<file path="src/logic/swp_pkg.sv">
// Purpose: Shared constants for the standby wake and write protect block.
// Assumes: 32-bit classic Wishbone register bus, 10 MHz system clock.
// Notes:   Byte addresses are word aligned.
package swp_pkg;
  // ----------------------------------------------------------------------
  // Register map
  // ----------------------------------------------------------------------
  localparam logic [31:0] PROT_IDX   = 32'h000803fe;
  localparam logic [31:0] PROT_ADDR  = 32'h00200ff8;
  localparam logic [31:0] CLK_ADDR   = 32'h00201000;
  localparam logic [31:0] PWR_ADDR   = 32'h00201004;
  localparam logic [31:0] WAIT_ADDR  = 32'h00201008;
  localparam logic [31:0] LVD_ADDR   = 32'h0020100c;
  localparam logic [31:0] STAT_ADDR  = 32'h00201010;
  // ----------------------------------------------------------------------
  // Fields and reset values
  // ----------------------------------------------------------------------
  localparam logic [7:0]  PROT_KEY   = 8'ha5;
  localparam int          PRC_CLK    = 0;
  localparam int          PRC_PWR    = 1;
  localparam int          PRC_LVD    = 3;
  localparam logic [3:0]  PROT_MASK  = 4'hb;
  localparam logic [3:0]  PROT_RST   = 4'h0;
  localparam logic [2:0]  OSC_RST    = 3'h4;
  localparam int          MAIN_POS   = 0;
  localparam int          SUB_POS    = 8;
  localparam int          FAST_POS   = 16;
  localparam logic [4:0]  WAIT_RST   = 5'h1f;
  localparam int          SBY_BIT    = 0;
  localparam int          MSTP_TIMER = 1;
  localparam int          MSTP_RTC   = 2;
  localparam logic [1:0]  CAUSE_NONE = 2'h0;
  localparam logic [1:0]  CAUSE_IRQ  = 2'h1;
  localparam logic [1:0]  CAUSE_PIN  = 2'h2;
  localparam logic [1:0]  CAUSE_INT  = 2'h3;
  // ----------------------------------------------------------------------
  // Timing
  // ----------------------------------------------------------------------
  localparam int          CLK_NS     = 100;
  localparam int          UNIT_NS    = 1000;
  localparam int          UNIT_CYC   = (UNIT_NS + CLK_NS - 1) / CLK_NS;
  localparam int          STAB_W     = 9;
  // ----------------------------------------------------------------------
  // Standby sequencer states
  // ----------------------------------------------------------------------
  typedef enum logic [3:0] {
    ST_RUN   = 4'b0001,
    ST_SBY   = 4'b0010,
    ST_STAB  = 4'b0100,
    ST_RHOLD = 4'b1000
  } swp_state_type;
endpackage : swp_pkg

</file>
<file path="src/logic/swp_top.sv">
// Purpose: Software standby release sequencer and register write protection.
// Assumes: Classic Wishbone slave, single clock, synchronous reset.
// Notes:   Pins pass a two-stage synchroniser before use.
//
// Chosen here: register access over Wishbone.
`timescale 1ns/100ps
`default_nettype none
// Contract
// - Leave standby on NMI, pin IRQs, calendar, watchdog, monitor irqs or resets.
// - On interrupt wake restart only oscillators running before standby.
// - Wait programmed 5-bit stabilisation times before interrupt processing.
// - Reset pin low in standby starts oscillators and chip clock at once.
// - Power-on or voltage-monitor reset releases standby.
// - Watchdog underflow reset releases standby.
// - Watchdog reset cannot wake if watchdog stop held at standby entry.
// - I/O port states are held throughout standby.
// - A module in module stop runs no interrupt logic.
// - Timer interrupt wakes clock stop only if CPU clock is faster.
// - Protect bits 0, 1, 3 gate clock, power mode and voltage groups.
// - Protect bit 1 permits group writes, 0 forbids them.
// - Protect register updates only on 16-bit write with key upper byte; code also accepts any wider write that enables both low byte lanes.
// - Key byte never retains written data.
// - Reserved protect bits read zero; software writes zero.
module swp_top
  import swp_pkg::*;
#(
  parameter int WAIT_UNIT = UNIT_CYC
) (
  input  wire logic        clk_i,
  input  wire logic        rst_i,
  input  wire logic        cyc_i,
  input  wire logic        stb_i,
  input  wire logic        we_i,
  input  wire logic [31:0] adr_i,
  input  wire logic [3:0]  sel_i,
  input  wire logic [31:0] dat_i,
  output logic      [31:0] dat_o,
  output logic             ack_o,
  input  wire logic        wait_instr_i,
  input  wire logic        external_reset_pin_n_i,
  input  wire logic        nmi_i,
  input  wire logic [7:0]  external_pin_interrupts_i,
  input  wire logic        rtc_alarm_i,
  input  wire logic        rtc_period_i,
  input  wire logic        wdt_irq_i,
  input  wire logic        vmon1_irq_i,
  input  wire logic        vmon2_irq_i,
  input  wire logic        por_i,
  input  wire logic        vmon_reset_i,
  input  wire logic        wdt_reset_i,
  input  wire logic        watchdog_start_select_i,
  input  wire logic        watchdog_autostart_lowpower_stop_i,
  input  wire logic        watchdog_regstart_lowpower_stop_i,
  input  wire logic        eight_bit_timer_irq_i,
  input  wire logic        cpu_clock_faster_i,
  output logic      [2:0]  osc_enable_o,
  output logic             clock_supply_o,
  output logic             io_hold_o,
  output logic             int_exception_o,
  output logic             reset_exception_o,
  output logic             timer_wake_o,
  output logic             rtc_irq_o
);
  // ----------------------------------------------------------------------
  // Parameter check
  // ----------------------------------------------------------------------
  generate
    if (WAIT_UNIT < 1 || WAIT_UNIT > 15) begin : g_bad_unit
      $error("WAIT_UNIT must be 1 to 15");
    end
  endgenerate
  function automatic logic [STAB_W-1:0] stab_cycles(input logic [4:0] f);
    return STAB_W'((f + 6'd1) * WAIT_UNIT);
  endfunction : stab_cycles
  // ----------------------------------------------------------------------
  // Pin synchronisers
  // ----------------------------------------------------------------------
  logic [9:0] pins_s;
  logic       pin_rst_n_s;
  logic       nmi_s;
  logic [7:0] irq_s;

  swp_sync #(
    .W       (10),
    .RST_VAL (10'h200)
  ) u_sync (
    .clk_i (clk_i),
    .rst_i (rst_i),
    .d_i   ({external_reset_pin_n_i, nmi_i, external_pin_interrupts_i}),
    .q_o   (pins_s)
  );
  assign pin_rst_n_s = pins_s[9];
  assign nmi_s       = pins_s[8];
  assign irq_s       = pins_s[7:0];
  // ----------------------------------------------------------------------
  // Register bus
  // ----------------------------------------------------------------------
  logic        req;
  logic        wr;
  logic        key_ok;
  logic [3:0]  prot_reg;
  logic [2:0]  osc_en_reg;
  logic [2:0]  pwr_reg;
  logic [14:0] wait_reg;
  logic [1:0]  lvd_reg;
  logic [31:0] rd_next;
  logic        ack_reg;
  logic [31:0] dat_reg;
  assign req    = cyc_i & stb_i & ~ack_reg;
  assign wr     = req & we_i & sel_i[0];
  assign key_ok = (sel_i[1:0] == 2'b11) && (dat_i[15:8] == PROT_KEY);
  always_ff @(posedge clk_i) begin
    if (rst_i) begin
      prot_reg <= PROT_RST;
    end else if (wr && adr_i == PROT_ADDR && key_ok) begin
      prot_reg <= dat_i[3:0] & PROT_MASK;
    end
  end

  always_ff @(posedge clk_i) begin
    if (rst_i) begin
      osc_en_reg <= OSC_RST;
    end else if (wr && adr_i == CLK_ADDR && prot_reg[PRC_CLK]) begin
      osc_en_reg <= dat_i[2:0];
    end
  end

  always_ff @(posedge clk_i) begin
    if (rst_i) begin
      pwr_reg  <= '0;
      wait_reg <= {WAIT_RST, WAIT_RST, WAIT_RST};
    end else if (wr && prot_reg[PRC_PWR]) begin
      if (adr_i == PWR_ADDR) begin
        pwr_reg <= dat_i[2:0];
      end
      if (adr_i == WAIT_ADDR) begin
        wait_reg <= {dat_i[FAST_POS+:5], dat_i[SUB_POS+:5], dat_i[MAIN_POS+:5]};
      end
    end
  end

  always_ff @(posedge clk_i) begin
    if (rst_i) begin
      lvd_reg <= '0;
    end else if (wr && adr_i == LVD_ADDR && prot_reg[PRC_LVD]) begin
      lvd_reg <= dat_i[1:0];
    end
  end

  // ----------------------------------------------------------------------
  // Standby sequencer
  // ----------------------------------------------------------------------
  swp_state_type state_reg;
  swp_state_type state_next;
  logic [2:0]    snap_reg;
  logic          wdt_stop_reg;
  logic [1:0]    cause_reg;
  logic          wake_irq;
  logic          hard_reset;
  logic          stab_start;
  logic [2:0]    osc_done;
  logic          all_done;

  always_comb begin
    rd_next = '0;
    case (adr_i)
      PROT_ADDR: rd_next[3:0] = prot_reg & PROT_MASK;
      CLK_ADDR:  rd_next[2:0] = osc_en_reg;
      PWR_ADDR:  rd_next[2:0] = pwr_reg;
      WAIT_ADDR: begin
        rd_next[MAIN_POS+:5] = wait_reg[4:0];
        rd_next[SUB_POS+:5]  = wait_reg[9:5];
        rd_next[FAST_POS+:5] = wait_reg[14:10];
      end
      LVD_ADDR:  rd_next[1:0] = lvd_reg;
      STAT_ADDR: rd_next[9:0] = {cause_reg, wdt_stop_reg, snap_reg, state_reg};
      default:   rd_next = '0;
    endcase
  end

  always_ff @(posedge clk_i) begin
    if (rst_i) begin
      ack_reg <= 1'b0;
      dat_reg <= '0;
    end else begin
      ack_reg <= req;
      dat_reg <= req ? rd_next : dat_reg;
    end
  end

  assign ack_o = ack_reg;
  assign dat_o = dat_reg;

  assign rtc_irq_o  = (rtc_alarm_i | rtc_period_i) & ~pwr_reg[MSTP_RTC];
  assign wake_irq   = nmi_s | (|irq_s) | rtc_irq_o | wdt_irq_i
                    | (vmon1_irq_i & lvd_reg[0]) | (vmon2_irq_i & lvd_reg[1]);
  assign hard_reset = por_i | vmon_reset_i | (wdt_reset_i & ~wdt_stop_reg);
  assign stab_start = (state_reg == ST_SBY) && (state_next == ST_STAB);
  assign all_done   = &osc_done;
  assign timer_wake_o = eight_bit_timer_irq_i & ~pwr_reg[MSTP_TIMER]
                      & cpu_clock_faster_i;

  always_comb begin
    state_next = state_reg;
    case (state_reg)
      ST_RUN: begin
        if (wait_instr_i && pwr_reg[SBY_BIT]) begin
          state_next = ST_SBY;
        end
      end
      ST_SBY: begin
        if (hard_reset) begin
          state_next = ST_RUN;
        end else if (!pin_rst_n_s) begin
          state_next = ST_RHOLD;
        end else if (wake_irq) begin
          state_next = ST_STAB;
        end
      end
      ST_STAB: begin
        if (hard_reset) begin
          state_next = ST_RUN;
        end else if (!pin_rst_n_s) begin
          state_next = ST_RHOLD;
        end else if (all_done) begin
          state_next = ST_RUN;
        end
      end
      ST_RHOLD: begin
        if (pin_rst_n_s) begin
          state_next = ST_RUN;
        end
      end
      default: state_next = ST_RUN;
    endcase
  end

  for (genvar i = 0; i < 3; i++) begin : g_osc
    swp_stab_timer #(
      .W (STAB_W)
    ) u_timer (
      .clk_i   (clk_i),
      .rst_i   (rst_i),
      .start_i (stab_start),
      .load_i  (snap_reg[i] ? stab_cycles(wait_reg[5*i+:5]) : '0),
      .done_o  (osc_done[i])
    );
  end

  always_ff @(posedge clk_i) begin
    if (rst_i) begin
      state_reg <= ST_RUN;
    end else begin
      state_reg <= state_next;
    end
  end

  always_ff @(posedge clk_i) begin
    if (rst_i) begin
      snap_reg     <= '0;
      wdt_stop_reg <= 1'b0;
    end else if (state_reg == ST_RUN && state_next == ST_SBY) begin
      snap_reg     <= osc_en_reg;
      wdt_stop_reg <= watchdog_start_select_i ? watchdog_regstart_lowpower_stop_i
                                              : watchdog_autostart_lowpower_stop_i;
    end
  end

  always_ff @(posedge clk_i) begin
    if (rst_i) begin
      cause_reg         <= CAUSE_NONE;
      int_exception_o   <= 1'b0;
      reset_exception_o <= 1'b0;
    end else begin
      int_exception_o   <= (state_reg == ST_STAB) && (state_next == ST_RUN) && !hard_reset;
      reset_exception_o <= (state_reg != ST_RUN) && (state_next == ST_RUN)
                           && (hard_reset || state_reg == ST_RHOLD);
      if (state_reg == ST_SBY && state_next != ST_SBY) begin
        cause_reg <= hard_reset ? CAUSE_INT : (!pin_rst_n_s ? CAUSE_PIN : CAUSE_IRQ);
      end
    end
  end

  always_ff @(posedge clk_i) begin
    if (rst_i) begin
      osc_enable_o   <= OSC_RST;
      clock_supply_o <= 1'b1;
      io_hold_o      <= 1'b0;
    end else begin
      case (state_next)
        ST_SBY:   osc_enable_o <= '0;
        ST_STAB:  osc_enable_o <= snap_reg;
        ST_RHOLD: osc_enable_o <= '1;
        default:  osc_enable_o <= osc_en_reg;
      endcase
      clock_supply_o <= (state_next == ST_RUN) || (state_next == ST_RHOLD);
      io_hold_o      <= (state_next == ST_SBY) || (state_next == ST_STAB);
    end
  end
endmodule : swp_top
`default_nettype wire

</file>
<file path="src/logic/swp_sync.sv">
// Purpose: Two flip-flop synchroniser for pin inputs.
// Assumes: Inputs are asynchronous to clk_i.
// Notes:   The first stage feeds only the second.
`timescale 1ns/100ps
`default_nettype none
module swp_sync #(
  parameter int           W       = 1,
  parameter logic [W-1:0] RST_VAL = '0
) (
  input  wire logic         clk_i,
  input  wire logic         rst_i,
  input  wire logic [W-1:0] d_i,
  output logic      [W-1:0] q_o
);
  logic [W-1:0] meta_reg;
  logic [W-1:0] q_reg;

  always_ff @(posedge clk_i) begin
    if (rst_i) begin
      meta_reg <= RST_VAL;
      q_reg    <= RST_VAL;
    end else begin
      meta_reg <= d_i;
      q_reg    <= meta_reg;
    end
  end

  assign q_o = q_reg;
endmodule : swp_sync
`default_nettype wire

</file>
<file path="src/logic/swp_stab_timer.sv">
// Purpose: Oscillator stabilisation down-counter.
// Assumes: start_i is a one-cycle pulse.
// Notes:   done_o is high whenever the count is zero.
`timescale 1ns/100ps
`default_nettype none
module swp_stab_timer #(
  parameter int W = 9
) (
  input  wire logic         clk_i,
  input  wire logic         rst_i,
  input  wire logic         start_i,
  input  wire logic [W-1:0] load_i,
  output logic              done_o
);
  logic [W-1:0] cnt_reg;

  always_ff @(posedge clk_i) begin
    if (rst_i) begin
      cnt_reg <= '0;
    end else if (start_i) begin
      cnt_reg <= load_i;
    end else if (cnt_reg != '0) begin
      cnt_reg <= cnt_reg - W'(1);
    end
  end

  assign done_o = (cnt_reg == '0);
endmodule : swp_stab_timer
`default_nettype wire

</file>
<file path="config.mk">
export PLATFORM = sky130hd
export DESIGN_NAME = swp_top
export DESIGN_NICKNAME = d
export VERILOG_FILES = /design/src/logic/swp_pkg.sv /design/src/logic/swp_top.sv /design/src/logic/swp_sync.sv /design/src/logic/swp_stab_timer.sv
export SDC_FILE = /design/constraint.sdc
export NUM_CORES = 1
export LEC_CHECK = 0
export ABC_CLOCK_PERIOD_IN_PS = 4000
export BUFFER_PORTS_ARGS = -buffer_cell sky130_fd_sc_hd__buf_2
export CAP_MARGIN = 40
export CELL_PAD_IN_SITES_DETAIL_PLACEMENT = 1
export CELL_PAD_IN_SITES_GLOBAL_PLACEMENT = 1
export CORE_ASPECT_RATIO = 1.5
export CORE_MARGIN = 3
export CORE_UTILIZATION = 35
export CTS_CLUSTER_DIAMETER = 50
export DETAILED_ROUTE_END_ITERATION = 8
export GPL_ROUTABILITY_DRIVEN = 0
export PLACE_DENSITY_LB_ADDON = 0.1
export SLEW_MARGIN = 0
export SYNTH_ARGS = -nofsm -noshare
export SYNTH_HDL_FRONTEND = slang
export SYNTH_SLANG_ARGS = --single-unit
</file>
<file path="constraint.sdc">
create_clock -name clk_i -period 4 [get_ports clk_i]
set_input_delay 0 -clock clk_i [delete_from_list [all_inputs] [get_ports clk_i]]
set_output_delay 0 -clock clk_i [all_outputs]
set_load 0.01 [all_outputs]
</file>
==> results of run 1 <==
==> power by group through the flow <==
stage                     Clock (mW)  Sequential [mW]  Combinational, mW
final                          0.919             1.35               1.04
after global routing           0.989             1.38               1.19
after CTS                      0.942             1.35               1.06
after detailed placement           0             1.38               1.02
after global placement             0             1.37              0.997
after floorplan                    0             1.35              0.793
==> per-stage QoR <==
stage	total power [mW]	instances	utilization	hold WS (ns)	instance area, um^2
finish	3.31	1013	0.428	0.0567	7230
global placement	2.37	969	0.393	0.186	6650
CTS	3.35	1013	0.428	0.0611	7230
floorplan	2.14	695	-	0.0800	6110
global route	3.56	1013	0.428	0.119	7230
detailed placement	2.40	969	0.393	0.187	6650
==> routing by layer <==
layer,global-route usage,share of wire,vias up
met5,0,0,-
met4,0.0847,0.033,0
met3,0.0268,0.027,29
met2,0.374,0.55,96
met1,0.214,0.39,2663
li1,-,-,2662
==> placed cells by master (no fill, tap or decap), types with 14 or more instances in the layout <==
master,instances
dfxtp_1,109
buf_2,108
nand3_1,55
a21oi_1,46
nor2_1,39
inv_1,38
nand2_1,35
ha_1,31
dlygate4sd3_1,28
xnor2_1,23
nor2b_1,23
nor3_1,19
a41oi_1,15
o21ai_0,14
conb_1,14
==> kinds of logic (layout without fill, tap and decap cells) <==
group,after synthesis,in the layout,share of synthesized area
XOR/XNOR,35,35,0.0506
other,1,14,0.000618
flip-flops,109,109,0.360
adder cells (fa/ha/maj),34,34,0.0739
AND/OR/NAND/NOR,257,257,0.247
buffers and inverters,87,195,0.0735
AO/OA/AOI/OAI,144,144,0.168
multiplexers,15,15,0.0260
==> worst max-delay path by stage <==
stage,from,endpoint,slack [ns],cells past startpoint
global route,wait_reg[10],g_osc[2].u_timer.cnt_reg[8],1.14,11
detailed placement,wait_reg[10],g_osc[2].u_timer.cnt_reg[8],1.40,11
finish,wait_reg[10],g_osc[2].u_timer.cnt_reg[8],1.42,11
CTS,wait_reg[10],g_osc[2].u_timer.cnt_reg[8],1.36,11
floorplan,wait_reg[10],g_osc[2].u_timer.cnt_reg[8],1.73,11
global placement,state_reg[1],osc_enable_o[1],1.47,5
==> critical path, stage by stage (launching register included) <==
cell and delay, ns:
dfxtp_1 0.47, ha_1 0.23, nand3_1 0.10, xnor2_1 0.17, ha_1 0.33, inv_1 0.07, fa_1 0.47, nor2b_1 0.14
o21a_1 0.14, nor3_1 0.05, nand4b_1 0.19, a21oi_1 0.17
==> area by class of cell <==
class / instances / share of cell area
clock buffers: 9 / 0.0311
well taps: 210 / 0.0363
clock inverters: 7 / 0.0106
inverters: 38 / 0.0197
repair buffers: 141 / 0.119
multi-input cells: 499 / 0.482
flip-flops and latches: 109 / 0.302
==> metrics.md, run 1 <==
| Metric | Value |
|---|---|
| Drt pass-1 iters | 4 |
| Multi-input logic area | ~3500 um^2 |
| Worst setup margin | 1.42 ns |
| Largest net degree at the start of global routing | 40 |
| Post-CTS setup buffer count | 0 |
| Pre-CTS WS | ~1.4 ns |
| Mean Syn Cell Area | between 8 and 9 um^2 |
| Final net count | a little over 900 |
| Hold crit path type | in -> reg |
| Worst R2R Path Depth | 11 |
| Status | finished clean |
| Hpwl dp | between 10000 and 15000 um |
| Diodes inserted | 0 |
| Initial Util | 0.359 |
| Routed Antenna Nets | 0 |
| Rows | 58 |
| Share of power burned in registers | 0.408 |
| CTS buffer count | 9 |
| HP Start | adr_i[4] |
| Die height | roughly 170 um |
| Post-detailed-route wirelength per cell | between 15 and 20 um |
| Combinational share of power | 0.315 |
| WHS Path Cells | 4 |
| Synth top cells by count | dfxtp_1 (109), nand3_1 (55), a21oi_1 (46), nor2_1 (39), inv_1 (38) |
| Clock Skews | approximately 0.009 ns |
| Final hold violations | 0 |
| Total internal power | roughly 2.2 mW |
| Area contributors post-synth | dfxtp_1 (36%), ha_1 (6.4%), nand3_1 (4.5%) |
| Clock sinks | between 100 and 150 |
| Via count | about 5500 |
| Critical path class | reg -> reg |
| Crit Path Max Fanout | 7 |
| Via-per-instance ratio | approximately 5.4 |
| Setup crit start kind | flop |
| Area leader, netlist | dfxtp_1 |
| NetSw | around 1.1 mW |
| Tmin final | 2.58 ns |
| CTS max path bufs | 2 |
| Die Wd | ~110 um |
| Slew @ Worst Pin | roughly 0.76 ns |
| Clock latency on the worst-skew pair | between 0.3 and 0.4 ns |
| Maxcap violations | 0 |
| Core area | roughly 17000 um^2 |
| Routed Wire Length | roughly 18000 um |
| Clk pwr share | 0.277 |
| Yosys cell types | 69 |
| Initial DRC Count | 244 |
| Relative slew slack | 0.493 |
| Yosys top cell area share | 0.360 |
| PortBufs | 108 |
| Die area | 19000 um^2 |
| RR Endpoint | g_osc[2].u_timer.cnt_reg[8] |
| Synth async-reset ratio | 0 |
| Post-CTS sizing | 0 |
| GRT Total Usage | 0.197 |
| Largest register FFs | 27 |
| Setup TNS | 0 ns |
| Worst r2r src | wait_reg[10] |
| Initial antenna violation count | 0 |
| DRC errors left | 0 |
| Number of global-route vias before repair | between 5000 and 6000 |
| EDFF count, synth | 0 |
| RSZ-0062 raised after global routing | false |
| Hold_buf cts | 28 |
| Worst Hold Path EP | dat_o[1] |
| Reg clk slew, reported paths | approximately 0.08 ns |
| Cells after Synth | slightly below 700 |
| First-pass GRT wire length | roughly 30000 um |
| Sequential share of the synthesized area | 0.360 |
| Final setup fails | 0 |
| Mapped cell area | slightly above 6000 um^2 |
| Layout area overhead | 19.3% |
| Share of cells above drive strength 1 | 0.208 |
| Ys Warns | 0 |
| CP endpoint kind | flop |
| H-tree depth | 3 |
| Most frequent cell after synthesis | dfxtp_1 |
| Storage element area | 2180 um^2 |
| Root buffer cell | clkbuf_16 |
| Worst reg2reg setup slack | about 1.4 ns |
| WP data required | 4.30 ns |
| Final Slew Violations | 0 |
| Arrival time worst endpoint | approximately 2.9 ns |
| # IOs | between 100 and 150 |
| TritonCTS clock tree | yes |
| Fmax | ~390 MHz |
| #FFs+latches synth | 109 |
| Switching share of power | 0.346 |
| Synth Flop Type | dfxtp_1 |
| Overflow after GRT | 0 |
| Final worst-path cycle share | 0.646 |
| Max VDD drop | 0.259 mV |
| PwrDens | ~460 nW/um^2 |
| Leak Pwr | about 3.1 nW |
| Fillcell total | about 2000 |
Power figures use the tool's default switching activity.
==> inputs of run 2 (changes only) <==
--- a/config.mk
+++ b/config.mk
@@ -5,7 +5,7 @@
 export SDC_FILE = /design/constraint.sdc
 export NUM_CORES = 1
 export LEC_CHECK = 0
-export ABC_CLOCK_PERIOD_IN_PS = 4000
+export ABC_CLOCK_PERIOD_IN_PS = 2100
 export BUFFER_PORTS_ARGS = -buffer_cell sky130_fd_sc_hd__buf_2
 export CAP_MARGIN = 40
 export CELL_PAD_IN_SITES_DETAIL_PLACEMENT = 1
==> constraint.sdc (replaced) <==
create_clock -name clk_i -period 2.1 [get_ports clk_i]
set_input_delay 0 -clock clk_i [delete_from_list [all_inputs] [get_ports clk_i]]
set_output_delay 0 -clock clk_i [all_outputs]
set_load 0.01 [all_outputs]
==> run 2 against run 1 <==
Net effect:
- the run now ends with negative setup slack left
- sequential cell count unchanged
- wire length up 9.9%
- final cell count up 8.6%
- sequential power up 90%
- non-clock buffer count up 87
- global-route usage up 1.0 points
- critical path depth unchanged
- design area up 16%
- clock power up 97%
- via count up 6.9%
- fmax up 14%
- highest routed layer unchanged
==> metrics.md, run 2 (same netlist as run 1, synthesis figures left out) <==
| Metric | Value |
|---|---|
| Status | finished, violations left |
| Failing checks | negative setup slack |
| TritonCTS clock tree | yes |
| Crit Path Max Fanout | 4 (-3) |
| Cell Count, Final, Fillers Out | 1100 (+8.6%) |
| Post-detailed-route wirelength per cell | 18.1 um (+1.2%) |
| Initial Util | 0.359 (unchanged) |
| CP endpoint kind | flop |
| Hold crit path type | in -> reg |
| Die height | 167 um (unchanged) |
| Setup crit start kind | flop |
| Arrival time worst endpoint | 2.55 ns (-0.33 ns) |
| Initial DRC Count | 195 (-20%) |
| Placed insts | 1045 (+7.8%) |
| Leak Pwr | 3.72 nW (+18%) |
| Via count | 5825 (+6.9%) |
| Largest net degree at the start of global routing | 31 (-23%) |
| Commonest non-fill, non-tap cell in the layout | buf_2 |
| CTS buffer count | 9 (unchanged) |
| Worst reg2reg setup slack | -0.16 ns (-1.58 ns) |
| RSZ-0062 raised after global routing | true |
| Via-per-instance ratio | 5.30 (-1.6%) |
| Slew @ Worst Pin | 0.585 ns (-0.175 ns) |
| Setup TNS | -0.625 ns (-0.625 ns) |
| Overflow after GRT | 0 (unchanged) |
| Multi-input logic area | 3890 um^2 (+12%) |
| Most frequent cells in the layout | buf_2 (108), dfxtp_1 (96), buf_4 (88) |
| Die Wd | 113 um (unchanged) |
| Finished Core Util | 0.495 (+0.0673) |
| Die area | 19000 um^2 (unchanged) |
| Maxcap violations | 0 (unchanged) |
| Tmin final | 2.26 ns (-0.320 ns) |
| Storage element area | 2220 um^2 (+1.9%) |
| PortBufs | 108 (unchanged) |
| Clock latency on the worst-skew pair | 0.36 ns (about the same) |
| Number of global-route vias before repair | 6381 (+8.5%) |
| Share of cells above drive strength 1 | 0.362 (+0.154) |
| Largest register FFs | 27 (unchanged) |
| H-tree depth | 3 (unchanged) |
| Initial antenna violation count | 0 (unchanged) |
| Reg clk slew, reported paths | 0.09 ns (about the same) |
| # IOs | 139 (unchanged) |
| Critical path class | reg -> reg |
| Clock Skews | 0.0114 ns (+0.00230 ns) |
| CTS max path bufs | 2 (unchanged) |
| Relative slew slack | 0.607 (+0.114) |
| Drt pass-1 iters | 4 (unchanged) |
| Fmax | 442 MHz (+14%) |
| Final setup fails | 10 (+10) |
| Routed Wire Length | 19900 um (+9.9%) |
| Diodes inserted | 0 (unchanged) |
| WP data required | 2.39 ns (-1.91 ns) |
| Final worst-path cycle share | 1.08 (+0.432) |
| DRC errors left | 0 (unchanged) |
| Hpwl dp | 15200 um (+9.1%) |
| Layout area overhead | 38.0% |
| Clock sinks | 109 (unchanged) |
| Root buffer cell | clkbuf_16 |
| Fillcell total | 1970 (-1.5%) |
| Routed Antenna Nets | 0 (unchanged) |
| Final Slew Violations | 0 (unchanged) |
| Tot Pwr | 6.68 mW (+100%) |
| Rows | 58 (unchanged) |
| PwrDens | 798 nW/um^2 (+74%) |
| Max VDD drop | 0.543 mV (+110%) |
| GRT Total Usage | 0.207 (+0.0102) |
| First-pass GRT wire length | 31900 um (+6.3%) |
| Core area | 16900 um^2 (unchanged) |
| Pre-CTS WS | -0.174 ns (-1.58 ns) |
| Final net count | 1016 (+9.4%) |
| Worst setup margin | -0.163 ns (-1.58 ns) |
| Final hold violations | 0 (unchanged) |
==> run 2: changes by cell type in the layout (fill, tap and decap cells not counted), moves of 7 or more <==
cell and change:
dfxtp_1 -13, ha_1 -11, nand3_1 -7, buf_4 +83, ha_4 +10, dfxtp_4 +10, xnor2_1 -9
==> run 2: metrics by stage <==
step | cell area, um^2 | hold slack (ns)
global placement | 7290 | 0.182
CTS | 8120 | 0.00200
global route | 8370 | 0.0139
detailed placement | 7290 | 0.199
finish | 8370 | 0.00757
floorplan | 6180 | 0.0800
==> run 2: worst paths after layout <==
kind	cells past startpoint	startpoint	to
worst min-delay path	3	watchdog_regstart_lowpower_stop_i	wdt_stop_reg
worst max-delay path	11	wait_reg[0]	g_osc[0].u_timer.cnt_reg[8]
worst min register to register	1	u_sync.meta_reg[9]	u_sync.q_o[9]
worst max register to register	11	wait_reg[0]	g_osc[0].u_timer.cnt_reg[8]
==> run 2: final cells by class <==
| class | count | area share |
|---|---|---|
| clock buffer | 9 | 0.0269 |
| clock inverter | 7 | 0.0109 |
| inverter | 38 | 0.0170 |
| multi-input combinational | 499 | 0.464 |
| sequential | 109 | 0.266 |
| tap | 210 | 0.0314 |
| timing repair buffer | 228 | 0.184 |
==> run 2: layer usage <==
layer / wire length [um] / vias to the layer above / track usage
met5: 0 / - / 0
met4: 725 / 0 / 0.0952
met3: 538 / 41 / 0.0246
met2: 11100 / 116 / 0.394
met1: 7510 / 2826 / 0.224
li1: - / 2842 / -
==> run 2: power breakdown <==
part,switching (mW),internal (mW)
registers,0.251,2.32
clock network,0.935,0.879
logic,1.15,1.14
total,2.34,4.34
==> run 2: timing repair <==
| action | 4_1_cts | 5_1_grt |
|---|---|---|
| hold buffers | 26 | 0 |
| endpoints found under the setup margin | 12 | 20 |
| gates cloned | 0 | 0 |
| gates resized for setup | 41 | 37 |
| pin swaps | 49 | 35 |
| setup buffers | 8 | 6 |
| endpoints found under the hold margin | 33 | 0 |
==> run 2: worst max-delay path, stage by stage, from the launching register on <==
cell and delay (ns):
dfxtp_4 0.40, nand3_4 0.09, xnor2_4 0.17, ha_4 0.28, ha_4 0.14, inv_2 0.04, fa_2 0.42, nor2b_2 0.14
o21a_1 0.17, nor3_2 0.05, nand4b_1 0.16, a21oi_1 0.15
==> inputs of run 3 (changes only) <==
--- a/config.mk
+++ b/config.mk
@@ -5,7 +5,7 @@
 export SDC_FILE = /design/constraint.sdc
 export NUM_CORES = 1
 export LEC_CHECK = 0
-export ABC_CLOCK_PERIOD_IN_PS = 2100
+export ABC_CLOCK_PERIOD_IN_PS = 2740
 export BUFFER_PORTS_ARGS = -buffer_cell sky130_fd_sc_hd__buf_2
 export CAP_MARGIN = 40
 export CELL_PAD_IN_SITES_DETAIL_PLACEMENT = 1
@@ -16,7 +16,7 @@
 export CTS_CLUSTER_DIAMETER = 50
 export DETAILED_ROUTE_END_ITERATION = 8
 export GPL_ROUTABILITY_DRIVEN = 0
-export PLACE_DENSITY_LB_ADDON = 0.1
+export PLACE_DENSITY = 0.79
 export SLEW_MARGIN = 0
 export SYNTH_ARGS = -nofsm -noshare
 export SYNTH_HDL_FRONTEND = slang
==> constraint.sdc (replaced) <==
create_clock -name clk_i -period 2.74 [get_ports clk_i]
set_input_delay 0 -clock clk_i [delete_from_list [all_inputs] [get_ports clk_i]]
set_output_delay 0 -clock clk_i [all_outputs]
set_load 0.01 [all_outputs]
==> run 3 against run 2 <==
Net effect:
- the run now ends clean
- register-to-register slack better by 0.39 ns
- hold slack lost 0.0011 ns
- sequential power is 23% lower
- total power shrank 27%
- design area is 13% lower
- non-clock buffer count decreased by 74
- clock power shrank 28%
- largest power group unchanged
- highest routed layer unchanged
==> metrics.md, run 3 (same netlist as run 1, synthesis figures left out) <==
| Metric | Value |
|---|---|
| Fillcell total | 2017 (+2.4%) |
| CTS max path bufs | 2 (unchanged) |
| Overflow after GRT | 0 (unchanged) |
| TritonCTS clock tree | yes |
| Core area | 16900 um^2 (unchanged) |
| Clock sinks | 109 (unchanged) |
| Setup TNS | 0 ns (+0.625 ns) |
| RSZ-0062 raised after global routing | false |
| Status | finished clean |
| Diodes inserted | 0 (unchanged) |
| Hpwl dp | 13600 um (-10%) |
| Commonest non-fill, non-tap cell in the layout | buf_2 |
| Critical path class | reg -> reg |
| GRT Total Usage | 0.191 (-0.0163) |
| Fmax | 397 MHz (-10%) |
| Initial DRC Count | 171 (-12%) |
| Multi-input logic area | 3480 um^2 (-10%) |
| Post-CTS setup buffer count | 0 (-8) |
| Tot Pwr | 4.89 mW (-27%) |
| Worst setup margin | 0.223 ns (+0.386 ns) |
| Routed Wire Length | 18200 um (-8.6%) |
| Drt pass-1 iters | 4 (unchanged) |
| PortBufs | 108 (unchanged) |
| Final worst-path cycle share | 0.919 (-0.159) |
| Die area | 19000 um^2 (unchanged) |
| Post-detailed-route wirelength per cell | 17.7 um (-2.0%) |
| Root buffer cell | clkbuf_16 |
| Initial antenna violation count | 0 (unchanged) |
| Via count | 5577 (-4.3%) |
| Largest register FFs | 27 (unchanged) |
| Design area | 7320 um^2 (-13%) |
| Maxcap violations | 0 (unchanged) |
| Clock Skews | 0.00900 ns (-0.00236 ns) |
| PwrDens | 668 nW/um^2 (-16%) |
| Worst reg2reg setup slack | 0.22 ns (+0.39 ns) |
| Setup crit start kind | flop |
| H-tree depth | 3 (unchanged) |
| CTS buffer count | 9 (unchanged) |
| Via-per-instance ratio | 5.44 (+2.6%) |
| CP endpoint kind | flop |
| Arrival time worst endpoint | 2.81 ns (+0.26 ns) |
| Die Wd | 113 um (unchanged) |
| Hold crit path type | in -> reg |
| Final setup fails | 0 (-10) |
| Rows | 58 (unchanged) |
| Max VDD drop | 0.337 mV (-38%) |
| Share of cells above drive strength 1 | 0.224 (-0.138) |
| Final hold violations | 0 (unchanged) |
| Pre-CTS WS | 0.190 ns (+0.364 ns) |
| Die height | 167 um (unchanged) |
| Largest net degree at the start of global routing | 36 (+16%) |
| Most frequent cells in the layout | buf_2 (108), dfxtp_1 (107), nand3_1 (55) |
| DRC errors left | 0 (unchanged) |
| First-pass GRT wire length | 29500 um (-7.5%) |
| Tmin final | 2.52 ns (+0.254 ns) |
| Storage element area | 2180 um^2 (-1.7%) |
| Layout area overhead | 20.7% |
| Final Slew Violations | 0 (unchanged) |
| Final net count | 942 (-7.3%) |
| Reg clk slew, reported paths | 0.08 ns (about the same) |
| Clock latency on the worst-skew pair | 0.36 ns (about the same) |
| Initial Util | 0.359 (unchanged) |
| Routed Antenna Nets | 0 (unchanged) |
| Number of global-route vias before repair | 5789 (-9.3%) |
| Finished Core Util | 0.433 (-0.0622) |
| Relative slew slack | 0.581 (-0.0259) |
| Crit Path Max Fanout | 5 (+1) |
| # IOs | 139 (unchanged) |
| Placed cell area | 6760 um^2 (-7.3%) |
| Leak Pwr | 3.20 nW (-14%) |
| WP data required | 3.03 ns (+0.64 ns) |
| Slew @ Worst Pin | 0.626 ns (+0.0415 ns) |
run 3: routing by layer:
| metal | share of wire | global-route usage |
|---|---|---|
| met5 | 0 | 0 |
| met4 | 0.033 | 0.0800 |
| met3 | 0.038 | 0.0239 |
| met2 | 0.54 | 0.356 |
| met1 | 0.39 | 0.214 |
run 3: cell type report:
cell class              count  share of cell area
inverters                  38              0.0195
flip-flops and latches    109               0.299
clock inverters             7             0.00889
clock buffers               9              0.0308
multi-input cells         499               0.476
well taps                 210              0.0359
repair buffers            154               0.130
run 3: worst paths after layout:
path / cells past startpoint / from / to
worst max-delay path: 11 / wait_reg[11] / g_osc[2].u_timer.cnt_reg[8]
worst max register to register: 11 / wait_reg[11] / g_osc[2].u_timer.cnt_reg[8]
worst min register to register: 1 / u_sync.meta_reg[9] / u_sync.q_o[9]
worst min-delay path: 3 / watchdog_autostart_lowpower_stop_i / wdt_stop_reg
run 3: power by group:
group	total (mW)	switching, mW	internal (mW)
Combinational	1.61	0.841	0.768
Clock	1.30	0.662	0.639
Sequential	1.98	0.192	1.79
run 3: through the flow:
| stage | hold WS, ns | cells |
|---|---|---|
| final | 0.00644 | 1026 |
| after global routing | 0.0485 | 1026 |
| after CTS | 0.00349 | 1026 |
| after detailed placement | 0.188 | 983 |
| after global placement | 0.182 | 983 |
| after floorplan | 0.0800 | 695 |
run 3: repair_timing:
item	4_1_cts	5_1_grt
endpoints found under the setup margin	0	2
resized for setup	0	2
hold endpoints to repair	31	0
hold buffers	27	0
run 3: worst max-delay path: stages, from the launching register on:
cell and delay, ns:
dfxtp_1 0.46, ha_1 0.25, nand3_1 0.10, xnor2_1 0.16, ha_1 0.32, inv_1 0.06, fa_1 0.46, nor2b_1 0.12
o21a_1 0.13, nor3_1 0.05, nand4b_1 0.18, a21oi_1 0.15
